<file path="src/core/sca_defines.svh">
// Purpose: Constants for the switch configuration and ADC register slice
// Assumes: 40 MHz core clock, 6-bit register index, 16-bit registers
// Notes:   Summary of operation is listed below
//
// Summary of operation
// - Stagger bit 0 delays the second channel's first PWM edge 100 us.
// - The merge bit takes a write only with all channels off and none set.
// - The merge bit drives the channels-in-parallel indication.
// - An enabled watchdog times out when no valid frame arrives in time.
// - Watchdog select codes 0..3 give 400 us, 400 ms, 800 ms, 1200 ms.
// - Output voltage sensing is skipped while its disable bit is 1.
// - Temperature sensing is skipped while its disable bit is 1.
// - Load current sensing is skipped while its disable bit is 1.
// - Supply voltage sensing is skipped while its disable bit is 1.
// - The fresh flag is 1 when a new supply sample is unread.
// - The supply result is 10 unsigned bits, upper bits zero but fresh.
// - No conversion runs while the converter enable is 0.
// - A masked watchdog error reaches neither fault register nor pin.
`ifndef SCA_DEFINES_SVH
`define SCA_DEFINES_SVH

// ---------------------------------------------------------------
// Register offsets
// ---------------------------------------------------------------
`define SCA_OFS_FAULT   6'h02
`define SCA_OFS_DEVCFG  6'h09
`define SCA_OFS_ADCCFG  6'h0A
`define SCA_OFS_VBBRES  6'h0B

// ---------------------------------------------------------------
// Field positions, masks and reset values
// ---------------------------------------------------------------
`define SCA_DC_STAGGER  6
`define SCA_DC_MERGE    4
`define SCA_DC_WDEN     3
`define SCA_DC_WDTO     1
`define SCA_DC_NOLATCH  0
`define SCA_AC_VOUT     4
`define SCA_AC_TEMP     3
`define SCA_AC_LOAD_CURRENT_SENSING     2
`define SCA_AC_VBB      1
`define SCA_VR_FRESH    10
`define SCA_FT_WDERR    7
`define SCA_DEVCFG_WMASK 16'h005F
`define SCA_ADCCFG_WMASK 16'h001E
`define SCA_DEVCFG_RST  16'h0000
`define SCA_ADCCFG_RST  16'h001A
`define SCA_VBBRES_RST  16'h0000

// ---------------------------------------------------------------
// Timing
// ---------------------------------------------------------------
`define SCA_CLK_MHZ     40
`define SCA_STAGGER_US  100
`define SCA_STAGGER_CYC (`SCA_STAGGER_US * `SCA_CLK_MHZ)
`define SCA_WD0_US      400
`define SCA_WD1_MS      400
`define SCA_WD2_MS      800
`define SCA_WD3_MS      1200
`define SCA_WD0_CYC     (`SCA_WD0_US * `SCA_CLK_MHZ)
`define SCA_WD1_CYC     (`SCA_WD1_MS * 1000 * `SCA_CLK_MHZ)
`define SCA_WD2_CYC     (`SCA_WD2_MS * 1000 * `SCA_CLK_MHZ)
`define SCA_WD3_CYC     (`SCA_WD3_MS * 1000 * `SCA_CLK_MHZ)

`endif

</file>
<file path="src/core/sca_pkg.sv">
// Purpose: Types for the switch configuration and ADC register slice
// Assumes: Constants come from sca_defines.svh
// Notes:   Types only
package sca_pkg;

   typedef enum logic [1:0] {
      SCA_WD_400US  = 2'b00,
      SCA_WD_400MS  = 2'b01,
      SCA_WD_800MS  = 2'b10,
      SCA_WD_1200MS = 2'b11
   } sca_wd_sel_type;

   typedef enum logic {
      SCA_STG_IDLE = 1'b0,
      SCA_STG_WAIT = 1'b1
   } sca_stg_state_type;

endpackage : sca_pkg

</file>
<file path="src/core/sca_regs.sv">
// Purpose: Device config, ADC sequence config and supply result registers
// Assumes: Frame port is driven by the SPI shell on this clock
// Notes:   Fault register and pin fold in the watchdog error
`timescale 1ns/1ps
`include "sca_defines.svh"
module sca_regs #(
   parameter int          NF      = 7,
   parameter logic [25:0] WD0_CYC = 26'(`SCA_WD0_CYC),
   parameter logic [25:0] WD1_CYC = 26'(`SCA_WD1_CYC),
   parameter logic [25:0] WD2_CYC = 26'(`SCA_WD2_CYC),
   parameter logic [25:0] WD3_CYC = 26'(`SCA_WD3_CYC)
) (
   input  wire logic          clk,               // core clock
   input  wire logic          rst_n,             // sync reset
   input  wire logic          frame_valid,       // valid frame pulse
   input  wire logic          frame_wr,          // 1 write, 0 read
   input  wire logic [5:0]    frame_addr,        // register index
   input  wire logic [15:0]   frame_wdata,       // write data
   input  wire logic          frame_ch_en_set,   // frame turns a channel on
   input  wire logic [1:0]    ch_enable,         // channel enable bits
   input  wire logic          adc_enable,        // converter enable
   input  wire logic          watchdog_error_mask, // hide watchdog error from fault register and pin
   input  wire logic [NF-1:0] fault_cond,        // live fault conditions
   input  wire logic          adc_vbb_done,      // supply sample pulse
   input  wire logic [9:0]    adc_vbb_data,      // supply sample
   input  wire logic          pwm_first_edge,    // first PWM edge request
   output logic [15:0]        rdata,             // read data
   output logic               rdata_valid,       // read data pulse
   output logic               ch1_pwm_start,     // channel 1 edge pulse
   output logic               ch2_pwm_start,     // channel 2 edge pulse
   output logic               channels_parallel, // channels merged
   output logic [3:0]         conv_select,       // vout,temp,load_current_sensing,vbb
   output logic               fault_pin_out,     // any fault, high
   output logic               watchdog_error     // timeout pulse
);
   import sca_pkg::*;

   localparam logic [11:0] STG_LOAD = 12'(`SCA_STAGGER_CYC - 1);

   logic [15:0]       devcfg_reg;
   logic [15:0]       adccfg_reg;
   logic [9:0]        vbb_reg;
   logic              fresh_reg;
   logic [NF:0]       fault_reg;
   logic [NF:0]       fault_next;
   logic [NF:0]       fault_raw;
   logic [11:0]       stg_cnt_reg;
   sca_stg_state_type stg_state_reg;
   logic              spi_watchdog_timeout_select;
   logic              wr_hit;
   logic              rd_hit;
   logic              vbb_take;

   function automatic logic hit(input logic [5:0] a, input logic [5:0] o);
      hit = (a == o);
   endfunction : hit

   assign wr_hit   = frame_valid && frame_wr;
   assign rd_hit   = frame_valid && !frame_wr;
   assign vbb_take = adc_vbb_done && conv_select[0];

   // ---------------------------------------------------------------
   // Configuration registers
   // ---------------------------------------------------------------
   always_ff @(posedge clk) begin
      if (!rst_n) begin
         devcfg_reg <= `SCA_DEVCFG_RST;
      end else if (wr_hit && hit(frame_addr, `SCA_OFS_DEVCFG)) begin
         devcfg_reg <= frame_wdata & `SCA_DEVCFG_WMASK;
         // Merge only safe with both FETs off
         if (ch_enable != 2'b00 || frame_ch_en_set) begin
            devcfg_reg[`SCA_DC_MERGE] <= devcfg_reg[`SCA_DC_MERGE];
         end
      end
   end

   always_ff @(posedge clk) begin
      if (!rst_n) begin
         adccfg_reg <= `SCA_ADCCFG_RST;
      end else if (wr_hit && hit(frame_addr, `SCA_OFS_ADCCFG)) begin
         adccfg_reg <= frame_wdata & `SCA_ADCCFG_WMASK;
      end
   end

   always_ff @(posedge clk) begin
      if (!rst_n) begin
         channels_parallel <= 1'b0;
         conv_select       <= 4'h0;
      end else begin
         channels_parallel <= devcfg_reg[`SCA_DC_MERGE];
         conv_select <= {4{adc_enable}} & ~{
            adccfg_reg[`SCA_AC_VOUT],
            adccfg_reg[`SCA_AC_TEMP],
            adccfg_reg[`SCA_AC_LOAD_CURRENT_SENSING],
            adccfg_reg[`SCA_AC_VBB]};
      end
   end

   // ---------------------------------------------------------------
   // Supply result and fresh flag
   // ---------------------------------------------------------------
   always_ff @(posedge clk) begin
      if (!rst_n) begin
         vbb_reg   <= 10'h000;
         fresh_reg <= 1'b0;
      end else begin
         if (vbb_take) begin
            vbb_reg <= adc_vbb_data;
         end
         // New sample beats a read in the same cycle
         if (vbb_take) begin
            fresh_reg <= 1'b1;
         end else if (rd_hit && hit(frame_addr, `SCA_OFS_VBBRES)) begin
            fresh_reg <= 1'b0;
         end
      end
   end

   // ---------------------------------------------------------------
   // Watchdog and fault register
   // ---------------------------------------------------------------
   sca_wd_timer #(
      .WD0_CYC (WD0_CYC),
      .WD1_CYC (WD1_CYC),
      .WD2_CYC (WD2_CYC),
      .WD3_CYC (WD3_CYC)
   ) u_wd (
      .clk     (clk),
      .rst_n   (rst_n),
      .enable  (devcfg_reg[`SCA_DC_WDEN]),
      .sel     (sca_wd_sel_type'(devcfg_reg[`SCA_DC_WDTO +: 2])),
      .kick    (frame_valid),
      .timeout (spi_watchdog_timeout_select)
   );

   assign fault_raw = {spi_watchdog_timeout_select && !watchdog_error_mask, fault_cond};

   always_comb begin
      if (devcfg_reg[`SCA_DC_NOLATCH]) begin
         fault_next = fault_raw;
      end else if (rd_hit && hit(frame_addr, `SCA_OFS_FAULT)) begin
         fault_next = fault_raw;
      end else begin
         fault_next = fault_reg | fault_raw;
      end
   end

   always_ff @(posedge clk) begin
      if (!rst_n) begin
         fault_reg      <= '0;
         fault_pin_out  <= 1'b0;
         watchdog_error <= 1'b0;
      end else begin
         fault_reg      <= fault_next;
         fault_pin_out  <= |fault_next;
         watchdog_error <= spi_watchdog_timeout_select;
      end
   end

   // ---------------------------------------------------------------
   // Read port
   // ---------------------------------------------------------------
   always_ff @(posedge clk) begin
      if (!rst_n) begin
         rdata       <= 16'h0000;
         rdata_valid <= 1'b0;
      end else begin
         rdata_valid <= rd_hit;
         rdata       <= 16'h0000;
         if (rd_hit) begin
            case (frame_addr)
               `SCA_OFS_DEVCFG: rdata <= devcfg_reg;
               `SCA_OFS_ADCCFG: rdata <= adccfg_reg;
               `SCA_OFS_VBBRES: rdata <= {5'h00, fresh_reg, vbb_reg};
               `SCA_OFS_FAULT:  rdata <= 16'(fault_reg);
               default:         rdata <= 16'h0000;
            endcase
         end
      end
   end

   // ---------------------------------------------------------------
   // PWM first-edge stagger
   // ---------------------------------------------------------------
   always_ff @(posedge clk) begin
      if (!rst_n) begin
         stg_state_reg <= SCA_STG_IDLE;
         stg_cnt_reg   <= 12'h000;
         ch1_pwm_start <= 1'b0;
         ch2_pwm_start <= 1'b0;
      end else begin
         ch1_pwm_start <= pwm_first_edge;
         ch2_pwm_start <= 1'b0;
         case (stg_state_reg)
            SCA_STG_IDLE: begin
               if (pwm_first_edge && devcfg_reg[`SCA_DC_STAGGER]) begin
                  ch2_pwm_start <= 1'b1;
               end else if (pwm_first_edge) begin
                  stg_cnt_reg   <= STG_LOAD;
                  stg_state_reg <= SCA_STG_WAIT;
               end
            end
            SCA_STG_WAIT: begin
               if (stg_cnt_reg == 12'h000) begin
                  ch2_pwm_start <= 1'b1;
                  stg_state_reg <= SCA_STG_IDLE;
               end else begin
                  stg_cnt_reg <= stg_cnt_reg - 12'h001;
               end
            end
            default: stg_state_reg <= SCA_STG_IDLE;
         endcase
      end
   end
endmodule : sca_regs

</file>
<file path="src/core/sca_wd_timer.sv">
// Purpose: SPI watchdog window counter
// Assumes: kick is a one-cycle pulse per valid frame
// Notes:   timeout is a one-cycle pulse, then the window restarts
`timescale 1ns/1ps
`include "sca_defines.svh"
module sca_wd_timer #(
   parameter logic [25:0] WD0_CYC = 26'(`SCA_WD0_CYC),
   parameter logic [25:0] WD1_CYC = 26'(`SCA_WD1_CYC),
   parameter logic [25:0] WD2_CYC = 26'(`SCA_WD2_CYC),
   parameter logic [25:0] WD3_CYC = 26'(`SCA_WD3_CYC)
) (
   input  wire logic                    clk,     // core clock
   input  wire logic                    rst_n,   // sync reset
   input  wire logic                    enable,  // watchdog on
   input  wire sca_pkg::sca_wd_sel_type sel,     // window select
   input  wire logic                    kick,    // valid frame seen
   output logic                         timeout  // window expired
);
   import sca_pkg::*;

   logic [25:0] cnt_reg;
   logic [25:0] limit;

   // ---------------------------------------------------------------
   // Window select
   // ---------------------------------------------------------------
   always_comb begin
      case (sel)
         SCA_WD_400US:  limit = WD0_CYC;
         SCA_WD_400MS:  limit = WD1_CYC;
         SCA_WD_800MS:  limit = WD2_CYC;
         SCA_WD_1200MS: limit = WD3_CYC;
         default:       limit = WD0_CYC;
      endcase
   end

   // ---------------------------------------------------------------
   // Counter
   // ---------------------------------------------------------------
   always_ff @(posedge clk) begin
      if (!rst_n || !enable || kick) begin
         cnt_reg <= 26'h0000000;
         timeout <= 1'b0;
      end else if (cnt_reg >= limit - 26'h0000001) begin
         cnt_reg <= 26'h0000000;
         timeout <= 1'b1;
      end else begin
         cnt_reg <= cnt_reg + 26'h0000001;
         timeout <= 1'b0;
      end
   end
endmodule : sca_wd_timer

</file>
<file path="config.mk">
export PLATFORM = sky130hd
export DESIGN_NAME = sca_regs
export DESIGN_NICKNAME = d
export VERILOG_FILES = /design/src/core/sca_pkg.sv /design/src/core/sca_regs.sv /design/src/core/sca_wd_timer.sv
export VERILOG_INCLUDE_DIRS = /design/src /design/src/core
export SDC_FILE = /design/constraint.sdc
export NUM_CORES = 1
export LEC_CHECK = 0
export BUFFER_PORTS_ARGS = -buffer_cell sky130_fd_sc_hd__buf_2
export CAP_MARGIN = 20
export CORE_MARGIN = 2
export CORE_UTILIZATION = 55
export CTS_CLUSTER_DIAMETER = 200
export CTS_CLUSTER_SIZE = 30
export DETAILED_ROUTE_END_ITERATION = 10
export GPL_TIMING_DRIVEN = 0
export PLACE_DENSITY_LB_ADDON = 0.3
export SLEW_MARGIN = 20
export SYNTH_ARGS = -nofsm -noshare
export SYNTH_HDL_FRONTEND = slang
export SYNTH_SLANG_ARGS = --single-unit
export TNS_END_PERCENT = 100
</file>
<file path="constraint.sdc">
create_clock -name clk -period 5.6 [get_ports clk]
set_input_delay 1.12 -clock clk [delete_from_list [all_inputs] [get_ports clk]]
set_output_delay 1.12 -clock clk [all_outputs]
set_load 0.05 [all_outputs]
</file>
### After elaboration in Yosys (flattened, before gate mapping)

Cells that the tools add are included.

* register bits: 95
* input bits: 50
* output and inout bits: 26

* $add $sub $neg: 3
* magnitude comparators: 1
* equality and inequality tests: 10
* mux-type cells: 18
* bitwise operators: 5
* reductions and logical operators: 25

Operator list (count)
* one-hot mux 26 bit (4 select lines): 1
* one-hot mux 11 bit (4 select lines): 1
* 2-to-1 mux 12 bit: 3
* adder 26 x 1 -> 26 bit (second input constant): 1
* greater-or-equal comparator 26 bit: 1
* subtractor 26 x 1 -> 26 bit (second input constant): 1
* one-hot mux 12 bit (2 select lines): 1
* == test 6 x 4 -> 1 bit (second input constant): 3
* 2-to-1 mux 8 bit: 2
* logical NOT 12 bit: 1
* subtractor 12 x 1 -> 12 bit (second input constant): 1
* logical AND 1 bit: 9
* 2-to-1 mux 1 bit: 8
* bitwise OR 8 bit: 1
* OR reduction 8 bit: 1
* == test 6 x 2 -> 1 bit (second input constant): 1
* != test 2 bit (second input constant): 3
* AND 4 bit: 1
* == test 2 bit (second input constant): 2
* logical NOT 1 bit: 4
* inverter 4 bit: 1
* one-hot mux 1 bit (2 select lines): 2
* AND reduction 2 bit: 2
* nonzero test 2 bit: 2
* 6 further kinds: 9

### Longest topological paths before layout

Gate-level depths: netlist of the first run.

* depth in word-level cells: 6
* mapped depth: 11

### Modules after synthesis

From an unflattened synthesis of the first run, not the netlist that was laid out.

* cells, all modules: 465
* area total of the unflattened synthesis: 4192.8 µm²

By module, submodules not included
* sca_regs: times used 1, cells each 270, area an instance 2536.2 µm²
* sca_wd_timer: times used 1, cells each 195, area an instance 1656.6 µm²

### Worst setup path before layout of the first run

OpenSTA, ideal clock, no wires.

* path type: input-to-reg
* from: input frame_addr[1]
* to: register adccfg_reg[1]
* arrival time: 2568 ps
* path slack: 2906 ps
* stages: 7
* path buffers: 2
* path through: clkbuf_1 > inv_1 > nor4_2 > nor2b_1 > clkbuf_2 > mux2i_1 > nand2_1

* longest elaborated chain between the ends: 2

Ends and longest elaborated chain
* start, declared: line sca_regs.sv:17 `input wire logic [5:0] frame_addr,`
* == test 6 x 4 -> 1 bit: line sca_regs.sv:55 `hit = (a == o);`
* logical AND 1 bit: line sca_regs.sv:80 `` end else if (wr_hit && hit(frame_addr, `SCA_OFS_ADCCFG)) begin ``
* end signal, assigned: line sca_regs.sv:79 `` adccfg_reg <= `SCA_ADCCFG_RST; ``
* end signal, assigned: line sca_regs.sv:81 `` adccfg_reg <= frame_wdata & `SCA_ADCCFG_WMASK; ``
* end, declared: line sca_regs.sv:41 `logic [15:0] adccfg_reg;`

No other way between the ends.
A chain may end at the register's enable or synchronous reset.

### Final worst setup path of the first run

* from: register devcfg_reg[1]
* to: register u_wd.cnt_reg[1]

* longest elaborated chain between the ends: 5
* elaborated cells on any way between the ends: 8

Ends and longest elaborated chain
* start, declared: line sca_regs.sv:40 `logic [15:0] devcfg_reg;`
* start signal, assigned: line sca_regs.sv:67 `` devcfg_reg <= `SCA_DEVCFG_RST; ``
* start signal, assigned: line sca_regs.sv:69 `` devcfg_reg <= frame_wdata & `SCA_DEVCFG_WMASK; ``
* start signal, assigned by index: line sca_regs.sv:72 `` devcfg_reg[`SCA_DC_MERGE] <= devcfg_reg[`SCA_DC_MERGE]; ``
* == test 2 bit, or another cell as far along: line sca_wd_timer.sv:28 `case (sel)`
* one-hot mux 26 bit (4 select lines) (*): line sca_wd_timer.sv:28
* subtractor 26 x 1 -> 26 bit (*): line sca_wd_timer.sv:44 `end else if (cnt_reg >= limit - 26'h0000001) begin`
* greater-or-equal comparator 26 bit (*): line sca_wd_timer.sv:44
* OR reduction 2 bit (no line) (*)
* end signal, assigned: line sca_wd_timer.sv:48 `cnt_reg <= cnt_reg + 26'h0000001;`
* end, declared: line sca_wd_timer.sv:21 `logic [25:0] cnt_reg;`

Mark *: on every way between the ends. The rest lies on a longest branch, timed or not. The select of a mux whose other input is x is not followed.

==> results.md, run 1 <==
* Post-Syn Instances at 458
* FFs w/ async S/R, synth at 0
* Least-Margin Pin Slew at 0.934 ns
* DR vias at 3464
* CP Cell Sequence: inv_1, ha_1, nor2_1, nand4b_1, ha_1, a2111oi_0, o21ai_0, o21ai_0, nand3_1, clkbuf_1, nor2_1
* DP HPWL at 6.75 mm
* Clock network fraction of design power at 0.378
* Pwr/cell area at 260 mW/mm2
* EDFF count, synth at 0
* Core ar. at 0.00729 mm2
* Net Switching at 0.334 mW
* Setup Skew at 0.0179 ns
* DR pass1 iterations at 6
* Syn. warnings at 0
* Synth Area per Inst at 9.12 um2
* PortBufs at 59
* Vias per inst at 5.45
* Worst path required time at 5.89 ns
* Final worst path period need at 3.09 ns
* Initial antenna violation count at 0
* Slowest stage delay, CP at 0.44 ns
* H-tree depth at 3
* Postcts setup bufs at 0
* CP max stage cell: dfxtp_1
* Worst Hold Path EP: conv_select[1]
* Hold Crit Start: adccfg_reg[2]
* Io pins at 76
* Cell Area, Synth at 0.00418 mm2
* CP endpoint kind: register
* Share of layout cells above drive strength 1 at 0.179
* Total power at 1.26 mW
* Final GP Congestion at 0.840
* Die height at 91.1 um
* CTS root buffer: clkbuf_8
* FF-to-FF setup slack at 2.51 ns
* Horiz. Die Dim at 91.1 um
* Yosys cell types at 50
* Peak supply drop at 0.000141 V
* Setup violations, final at 0
* Layout area overhead at 15.7%
* Largest net degree at the start of global routing at 19
* Crit path max fanout at 10
* Grt ovf at 0
* Remaining DRCs at 0
* Sw frac at 0.266
* Status: finished, final reports clean
* Top_reg_cell synth: dfxtp_1
* Post_cts resized at 0
* RSZ-0062 raised after global routing: no
* Fillers at 617
* Initial DRC count at 177
* Max FFs per register at 26
* Clock Tree Buf Depth at 2
* Yosys reg bits at 90
* Final worst path period share at 0.552
* Setup TNS at 0 ns
* CTS buffer count at 9
* Overall routing resource usage at 0.224
* Worst Hold Depth at 1
* First-pass GRT wire length at 15.2 mm
* RR Endpoint: u_wd.cnt_reg[1]
* Final antenna diode count at 0
* FF-to-FF Start: devcfg_reg[1]
* Reg2reg path depth at 11
* Routed wire length at 8.97 mm
* Area of the die at 0.00830 mm2
* Slew Viols, Final at 0
* Latest clock arrival within the worst-skew pair at 0.37 ns
* Post-synthesis sequential area ratio at 0.432
* Crit path kind: register to register
* Number of global-route vias before repair at 3362
* Sequential Power Share at 0.534
* Hold_buf cts at 0
* Max cap viols at 0
* Static Leak at 1.90 nW
* Routed WL per cell at 14.1 um
* Worst rel slew slack at 0.371
* Worst EP arrival at 3.38 ns
* Clock transition at the registers of the reported paths at 0.09 ns
* Hold/Removal Path Class: register to register
* CTS tree: built
* Antenna Nets Post-Route at 0
* F_max at 324 MHz
* Final hold vios at 0
* Setup crit start kind: register
* Clock sinks at 90
* Final net count at 607
* Power share of the combinational group at 0.089
* Core Rows at 31
* Initial Utilization at 0.573
* Pint at 0.922 mW
[through the flow]
stage | instance area, um2 | hold slack, ns | instances | util | worst slack, ns
after CTS | 4830 | 0.456 | 636 | 0.662 | 2.55
after floorplan | 4190 | 0.412 | 462 | - | 2.91
after detailed placement | 4610 | 0.437 | 620 | 0.632 | 2.43
after global routing | 4830 | 0.482 | 636 | 0.663 | 2.25
after global placement | 4610 | 0.437 | 620 | 0.632 | 2.52
final | 4830 | 0.455 | 636 | 0.663 | 2.51
[final cells by class]
cell class	instances	area [um2]	share of cell area
Buffer	20	100	0.0207
Timing Repair Buffer	59	295	0.0611
Clock buffer	9	124	0.0256
Inverter	15	56.3	0.0117
Multi-Input combinational cell	337	2240	0.463
Tap cell	99	124	0.0256
Clock inverter	7	92.6	0.0192
Sequential cell	90	1800	0.373
[logic make-up after synthesis]
| group | synth area share |
|---|---|
| adder cells (fa/ha/maj) | 0.0749 |
| flip-flops | 0.432 |
| multiplexers | 0.0324 |
| other | 0.000898 |
| AND/OR/NAND/NOR | 0.234 |
| XOR/XNOR | 0.0713 |
| buffers and inverters | 0.0375 |
| AO/OA/AOI/OAI | 0.117 |
[how the worst max path moves through the flow]
stage	from	end	slack, ns	depth (start not counted)
floorplan	frame_addr[1]	adccfg_reg[1]	2.91	7
global placement	frame_addr[1]	fault_reg[7]	2.52	6
detailed placement	frame_addr[1]	fault_reg[7]	2.43	6
CTS	devcfg_reg[1]	u_wd.cnt_reg[1]	2.55	11
global route	devcfg_reg[1]	u_wd.cnt_reg[1]	2.25	11
finish	devcfg_reg[1]	u_wd.cnt_reg[1]	2.51	11
[routing by layer]
metal | vias to the layer above | track usage | wire [um]
met3 | 10 | 0.0407 | 417
li1 | 1745 | - | -
met1 | 1623 | 0.283 | 4060
met4 | 0 | 0.0821 | 143
met2 | 86 | 0.382 | 4350
met5 | - | 0 | 0
[cells in the mapped netlist, types with 6 or more instances]
master    instances  area (um2)
clkbuf_1         12        45.0
nor2_1           48         180
nor3_1            7        35.0
a21oi_1          16        80.1
nand3_1          16        80.1
nor4_1            8        50.1
and3_1            9        56.3
inv_1            15        56.3
o21ai_0           8        40.0
mux2i_1           9        90.1
nor2b_1          17         106
xnor2_1          16         140
and2_1            7        43.8
ha_1             25         313
a21boi_0         19         143
dfxtp_1          90        1800
xor2_1           18         158
nand2_1          49         184
buf_4             6        45.0
nand4_1           9        56.3
[power by group through the flow]
| stage | Sequential [mW] | Clock (mW) | Combinational [mW] |
|---|---|---|---|
| floorplan | 0.686 | 0 | 0.0740 |
| global route | 0.673 | 0.511 | 0.124 |
| CTS | 0.670 | 0.482 | 0.111 |
| global placement | 0.684 | 0 | 0.109 |
| detailed placement | 0.685 | 0 | 0.111 |
| finish | 0.670 | 0.475 | 0.111 |
[placed cells by master (no fill, tap or decap), types with 17 or more instances in the layout]
master    netlist  layout
nor2b_1        17      17
buf_2           1      60
a21boi_0       19      19
nand2_1        49      49
xor2_1         18      18
dfxtp_1        90      90
ha_1           25      25
nor2_1         48      48
[worst max-delay path: cells and delay by family, from the launching register on]
family,cells,cell delay [ns]
flip-flops,1,0.44
AO/OA/AOI/OAI,3,0.74
AND/OR/NAND/NOR,4,0.74
buffers and inverters,2,0.51
adder cells (fa/ha/maj),2,0.60
(Power assumes the default switching activity.)
==> run 2, diff against run 1 <==
Settings changed: ABC_AREA set to 1.
Clock period 5.6 ns to 3.2 ns, I/O delays scaled along.
==> run 2 against run 1 <==
Core utilization decreased by 1.7 points. Combinational power increased by 140%. Highest routed layer unchanged. Flip-flop and latch count unchanged. Largest power group unchanged. Cell area increased by 9.8%. Non-clock buffer count increased by 1. Via count increased by 26%.
==> results.md, run 2 <==
* Status: finished, final reports clean
* Peak supply drop at 0.000249 V (+77%)
* Crit path max fanout at 10 (unchanged)
* Final Instance Area at 0.00531 mm2 (+9.8%)
* Yosys cell types at 38 (-24%)
* Setup Skew at 0.0122 ns (-0.00576 ns)
* Yosys reg bits at 90 (unchanged)
* Synth top area share at 0.386 (-0.0456)
* Post-layout util at 0.646 (-0.0169)
* Antenna Nets Post-Route at 0 (unchanged)
* Vias per inst at 5.10 (-6.3%)
* Post-Syn Instances at 668 (+46%)
* Slew Viols, Final at 0 (unchanged)
* Placed Area at 0.00511 mm2 (+11%)
* Max FFs per register at 26 (unchanged)
* Hold_buf cts at 0 (unchanged)
* Routed wire length at 10.8 mm (+20%)
* Reg2reg path depth at 13 (+2)
* Crit path kind: register to register
* Die height at 96.1 um (+5.5%)
* DR pass1 iterations at 4 (-2)
* Clock sinks at 90 (unchanged)
* Share of layout cells above drive strength 1 at 0.146 (-0.0329)
* Setup TNS at 0 ns (unchanged)
* Initial DRC count at 188 (+6.2%)
* Buf/Inv on CP at 2 (unchanged)
* Max cap viols at 0 (unchanged)
* Setup crit start kind: register
* Final antenna diode count at 0 (unchanged)
* FFs w/ async S/R, synth at 0 (unchanged)
* Largest net degree at the start of global routing at 16 (-3)
* Initial antenna violation count at 0 (unchanged)
* Pwr/cell area at 415 mW/mm2 (+60%)
* Setup violations, final at 0 (unchanged)
* Ranking of synthesized cells by area: dfxtp_1 39%, nand2_1 10%, nor2_1 9.2%
* H-tree depth at 3 (unchanged)
* CP Cell Sequence: inv_1, ha_1, nor2_1, nand3_1, ha_1, nand2_1, nor2_1, nand2_1, nor3_1, nand2_1, nand4_4, buf_6, nor2_1
* Area leader, netlist: dfxtp_1
* Static Leak at 2.31 nW (+22%)
* Post_cts resized at 0 (unchanged)
* Clock Tree Buf Depth at 2 (unchanged)
* Area of the die at 0.00924 mm2 (+11%)
* Post-synthesis sequential area ratio at 0.386 (-0.0456)
* Io pins at 76 (unchanged)
* Fillers at 769 (+25%)
* Final worst path period share at 0.841 (+0.289)
* CTS root buffer: clkbuf_8
* PortBufs at 60 (+1.7%)
* CP startpoint: devcfg_reg[1]
* EDFF count, synth at 0 (unchanged)
* CTS tree: built
* CP endpoint kind: register
* Final hold vios at 0 (unchanged)
* Worst EP arrival at 2.94 ns (-0.44 ns)
* DR vias at 4349 (+26%)
* Least-Margin Pin Slew at 0.562 ns (-0.373 ns)
* Horiz. Die Dim at 96.1 um (+5.5%)
* Initial Utilization at 0.568 (-0.00444)
* Synth Area per Inst at 6.99 um2 (-23%)
* Remaining DRCs at 0 (unchanged)
* Clock transition at the registers of the reported paths at 0.09 ns (about the same)
* Cell Area, Synth at 0.00467 mm2 (+12%)
* First-pass GRT wire length at 17.5 mm (+15%)
* Worst Hold Path EP: channels_parallel
* RR Endpoint: u_wd.cnt_reg[19]
* Latest clock arrival within the worst-skew pair at 0.36 ns (about the same)
* Commonest non-fill, non-tap cell in the layout: nand2_1
* Number of global-route vias before repair at 3926 (+17%)
* Grt ovf at 0 (unchanged)
* Overall routing resource usage at 0.243 (+0.0187)
* Worst rel slew slack at 0.626 (+0.254)
* Syn. warnings at 0 (unchanged)
* Most frequent cells in the layout: 129 x nand2_1, 115 x nor2_1, 94 x inv_1, 90 x dfxtp_1, 63 x buf_2
* Worst Hold Depth at 2 (+1)
* Final worst path period need at 2.69 ns (-0.398 ns)
* Top_reg_cell synth: dfxtp_1
* F_max at 372 MHz (+15%)
* Core ar. at 0.00822 mm2 (+13%)
* Routed WL per cell at 12.6 um (-10%)
* Worst path required time at 3.45 ns (-2.44 ns)
* RSZ-0062 raised after global routing: no
* Hold Crit Start: devcfg_reg[4]
* CTS buffer count at 9 (unchanged)
* Final GP Congestion at 0.903 (+7.4%)
* Most frequent cells after synthesis: 129 x nand2_1, 115 x nor2_1, 94 x inv_1
* FF-to-FF Start: devcfg_reg[1]
* Final net count at 818 (+35%)
* Core Rows at 33 (+6.5%)
* CP top delay family: simple AND/OR/NAND/NOR gates
* Postcts setup bufs at 0 (unchanged)
* Count leader, synth: nand2_1
* Layout area overhead at 13.7%
* CP max stage cell: dfxtp_1
* Slowest stage delay, CP at 0.45 ns (about the same)
* Hold/Removal Path Class: register to register
* FF-to-FF setup slack at 0.51 ns (-2.00 ns)
* DP HPWL at 8.34 mm (+24%)
## run 2: cell types whose count changed after synthesis, sizes merged, moves of 20 or more
| cell | delta |
|---|---|
| nand2 | +85 |
| inv | +83 |
| a21boi | -20 |
| nor2 | +74 |
| a21oi | +22 |
| nand3 | +24 |
## run 2: through the flow
stage,cells,setup WS [ns],total power [mW],hold slack (ns)
final,852,0.508,2.20,0.445
after global placement,837,0.653,1.45,0.431
after global routing,852,0.333,2.29,0.470
after floorplan,672,1.06,1.38,0.407
after detailed placement,837,0.605,1.46,0.434
after CTS,852,0.582,2.22,0.444
## run 2: power by group
part / internal (mW) / switching [mW] / total (mW)
clock: 0.359 / 0.412 / 0.771
combinational: 0.0916 / 0.173 / 0.264
sequential: 1.15 / 0.0215 / 1.17
total: 1.60 / 0.606 / 2.20
## run 2: how the worst max path moves through the flow
stage / end / depth (start not counted)
finish: u_wd.cnt_reg[19] / 13
global route: u_wd.cnt_reg[19] / 13
global placement: u_wd.cnt_reg[0] / 13
detailed placement: u_wd.cnt_reg[7] / 13
floorplan: u_wd.cnt_reg[12] / 13
CTS: u_wd.cnt_reg[19] / 13
## run 2: layout make-up
type	count	area, um2	area share
Multi-Input combinational cell	463	2390	0.450
Tap cell	105	131	0.0248
Sequential cell	90	1800	0.340
Timing Repair Buffer	60	300	0.0566
Buffer	20	120	0.0226
Clock buffer	9	124	0.0233
Inverter	99	373	0.0703
Clock inverter	6	67.6	0.0127
## run 2: cells by family after synthesis
family / count (synthesis) / synth area share
simple gates: 337 / 0.319
buf+inv: 119 / 0.106
flops: 90 / 0.386
compound gates: 78 / 0.0876
fa+ha+maj: 25 / 0.0670
xor+xnor: 18 / 0.0338
other cells: 1 / 0.000803
## run 2: per-layer routing
layer	vias to the layer above	share of wire	track usage
met2	97	0.46	0.406
met3	10	0.047	0.0345
met1	1986	0.48	0.322
met5	-	0	0
met4	0	0.013	0.0798
li1	2256	-	-
## run 2: worst min-delay path: stages, from the launching register on
cell and delay, ns:
dfxtp_1 0.32, nand2_1 0.06, inv_1 0.03
==> run 3, diff against run 2 <==
Clock period 3.2 ns to 2.81 ns, I/O delays scaled along.
==> run 3 against run 2 <==
Setup slack got worse by 0.29 ns. Final cell count unchanged. Register-to-register slack got worse by 0.29 ns.
==> results.md, run 3 (same netlist as run 2, synthesis figures left out) <==
* Horiz. Die Dim at 96.1 um (unchanged)
* Fillers at 768 (-0.13%)
* Routed length on met3 at 569 um (+13%)
* RSZ-0062 raised after global routing: no
* Highest Signal Layer: met4
* Clock sinks at 90 (unchanged)
* Remaining DRCs at 0 (unchanged)
* Max cap viols at 0 (unchanged)
* Vias per inst at 5.10 (-0.18%)
* CTS tree: built
* Sw frac at 0.275 (about the same)
* Antenna Nets Post-Route at 0 (unchanged)
* Pint at 1.82 mW (+14%)
* Initial DRC count at 188 (unchanged)
* PortBufs at 60 (unchanged)
* Worst EP arrival at 2.84 ns (-0.10 ns)
* WL met1 at 5.13 mm (-0.31%)
* CP Cell Sequence: inv_1, ha_1, nor2_1, nand3_1, ha_1, nand2_1, nor2_1, nand2_1, nor3_1, nand2_1, nand4_4, buf_6, nor2_1
* Area of the die at 0.00924 mm2 (unchanged)
* H-tree depth at 3 (unchanged)
* RR Endpoint: u_wd.cnt_reg[19]
* Slowest stage delay, CP at 0.40 ns (-0.05 ns)
* Total power at 2.51 mW (+14%)
* Final hold vios at 0 (unchanged)
* Buf/Inv on CP at 2 (unchanged)
* DP HPWL at 8.34 mm (unchanged)
* Initial antenna violation count at 0 (unchanged)
* Layout area overhead at 13.7% (about the same)
* Crit path max fanout at 10 (unchanged)
* CTS buffer count at 9 (unchanged)
* FF-to-FF setup slack at 0.22 ns (-0.29 ns)
* CP top delay family: simple AND/OR/NAND/NOR gates
* Largest net degree at the start of global routing at 16 (unchanged)
* Final net count at 818 (unchanged)
* Setup crit start kind: register
* Clock transition at the registers of the reported paths at 0.09 ns (about the same)
* Static Leak at 2.31 nW (about the same)
* Final antenna diode count at 0 (unchanged)
* Hold Crit Start: frame_wdata[4]
* Clock Tree Buf Depth at 2 (unchanged)
* Final worst path period need at 2.59 ns (-0.105 ns)
* Setup violations, final at 0 (unchanged)
* Least-Margin Pin Slew at 0.561 ns (-0.000547 ns)
* Worst rel slew slack at 0.626 (about the same)
* Number of global-route vias before repair at 3926 (unchanged)
* Setup Skew at 0.0123 ns (+0.000180 ns)
* DR vias at 4341 (-0.18%)
* Hold/Removal Path Class: primary input to register
* Die height at 96.1 um (unchanged)
* Slew Viols, Final at 0 (unchanged)
* Sequential Power Share at 0.530 (about the same)
* First-pass GRT wire length at 17.5 mm (unchanged)
* Routed wire length at 10.8 mm (about the same)
* Worst path required time at 3.06 ns (-0.39 ns)
* Core ar. at 0.00822 mm2 (unchanged)
* Setup TNS at 0 ns (unchanged)
* Met2 wire len at 4.95 mm (-0.30%)
* Grt ovf at 0 (unchanged)
* Initial Utilization at 0.568 (unchanged)
* FF-to-FF Start: devcfg_reg[1]
* Clock network fraction of design power at 0.350 (about the same)
* Routed WL per cell at 12.6 um (about the same)
* Commonest non-fill, non-tap cell in the layout: nand2_1
* Net Switching at 0.690 mW (+14%)
* Power share of the combinational group at 0.120 (about the same)
* F_max at 387 MHz (+4.0%)
* Most frequent cells in the layout: 129 x nand2_1, 115 x nor2_1, 94 x inv_1, 89 x dfxtp_1, 63 x buf_2
* CP max stage cell: dfxtp_2
* Final GP Congestion at 0.903 (unchanged)
* Peak supply drop at 0.000284 V (+14%)
* Hold_buf cts at 0 (unchanged)
* Worst Hold Path EP: adccfg_reg[4]
* Crit path kind: register to register
* Final worst path period share at 0.921 (+0.0795)
* Max FFs per register at 26 (unchanged)
* Io pins at 76 (unchanged)
* Share of layout cells above drive strength 1 at 0.147 (+0.00134)
* Pwr/cell area at 473 mW/mm2 (+14%)
* Status: finished, final reports clean
* Latest clock arrival within the worst-skew pair at 0.36 ns (about the same)
* DR pass1 iterations at 4 (unchanged)
* Worst Hold Depth at 3 (+1)
* Reg2reg path depth at 13 (unchanged)
* Overall routing resource usage at 0.243 (unchanged)
* CTS root buffer: clkbuf_8
* CP endpoint kind: register
* Core Rows at 33 (unchanged)
-- run 3: cell counts in the layout (fill, tap and decap cells not counted) --
Identical to the previous run, type by type.
-- run 3: how the worst max path moves through the flow --
stage	start	endpoint	slack, ns	depth (start not counted)
after floorplan	devcfg_reg[1]	u_wd.cnt_reg[12]	0.67	13
after global placement	devcfg_reg[1]	u_wd.cnt_reg[0]	0.26	13
after detailed placement	devcfg_reg[1]	u_wd.cnt_reg[7]	0.22	13
after CTS	devcfg_reg[1]	u_wd.cnt_reg[19]	0.19	13
after global routing	devcfg_reg[1]	u_wd.cnt_reg[19]	0.05	13
final	devcfg_reg[1]	u_wd.cnt_reg[19]	0.22	13
-- run 3: area by class of cell --
type	instances	area [um2]	area share
clock buffer	9	124	0.0233
sequential	90	1800	0.340
timing repair buffer	60	300	0.0566
buffer	20	120	0.0226
tap	105	131	0.0248
multi-input combinational	463	2390	0.450
clock inverter	6	67.6	0.0127
inverter	99	373	0.0702
-- run 3: worst register-to-register path, stage by stage, from the launching register on --
cell and delay (ns):
dfxtp_2 0.40, inv_1 0.16, ha_1 0.28, nor2_1 0.22
nand3_1 0.13, ha_1 0.31, nand2_1 0.05, nor2_1 0.15
nand2_1 0.10, nor3_1 0.14, nand2_1 0.13, nand4_4 0.20
buf_6 0.17, nor2_1 0.05
-- run 3: timing repair --
action | 4_1_cts | 5_1_grt
setup buffers | 0 | 0
resized for setup | 0 | 1
endpoints found under the setup margin | 0 | 20
-- run 3: metal layers --
metal | vias to the layer above | track usage
met4 | 0 | 0.0798
met2 | 98 | 0.406
li1 | 2256 | -
met1 | 1980 | 0.322
met5 | - | 0
met3 | 7 | 0.0345
-- run 3: power groups by stage --
stage / Sequential [mW] / Combinational [mW] / Clock (mW)
floorplan: 1.37 / 0.204 / 0
global placement: 1.36 / 0.287 / 0
detailed placement: 1.36 / 0.297 / 0
CTS: 1.33 / 0.299 / 0.894
global route: 1.34 / 0.337 / 0.937
finish: 1.33 / 0.301 / 0.878
-- run 3: through the flow --
| stage | setup WS, ns | instances | hold slack [ns] | cell area [um2] | util |
|---|---|---|---|---|---|
| 3_5_place_dp | 0.215 | 837 | 0.434 | 5110 | 0.623 |
| 2_1_floorplan | 0.670 | 672 | 0.407 | 4680 | - |
| 6_report | 0.223 | 852 | 0.427 | 5310 | 0.646 |
| 3_3_place_gp | 0.263 | 837 | 0.431 | 5110 | 0.623 |
| 4_1_cts | 0.192 | 852 | 0.420 | 5310 | 0.646 |
| 5_1_grt | 0.0548 | 852 | 0.445 | 5310 | 0.646 |
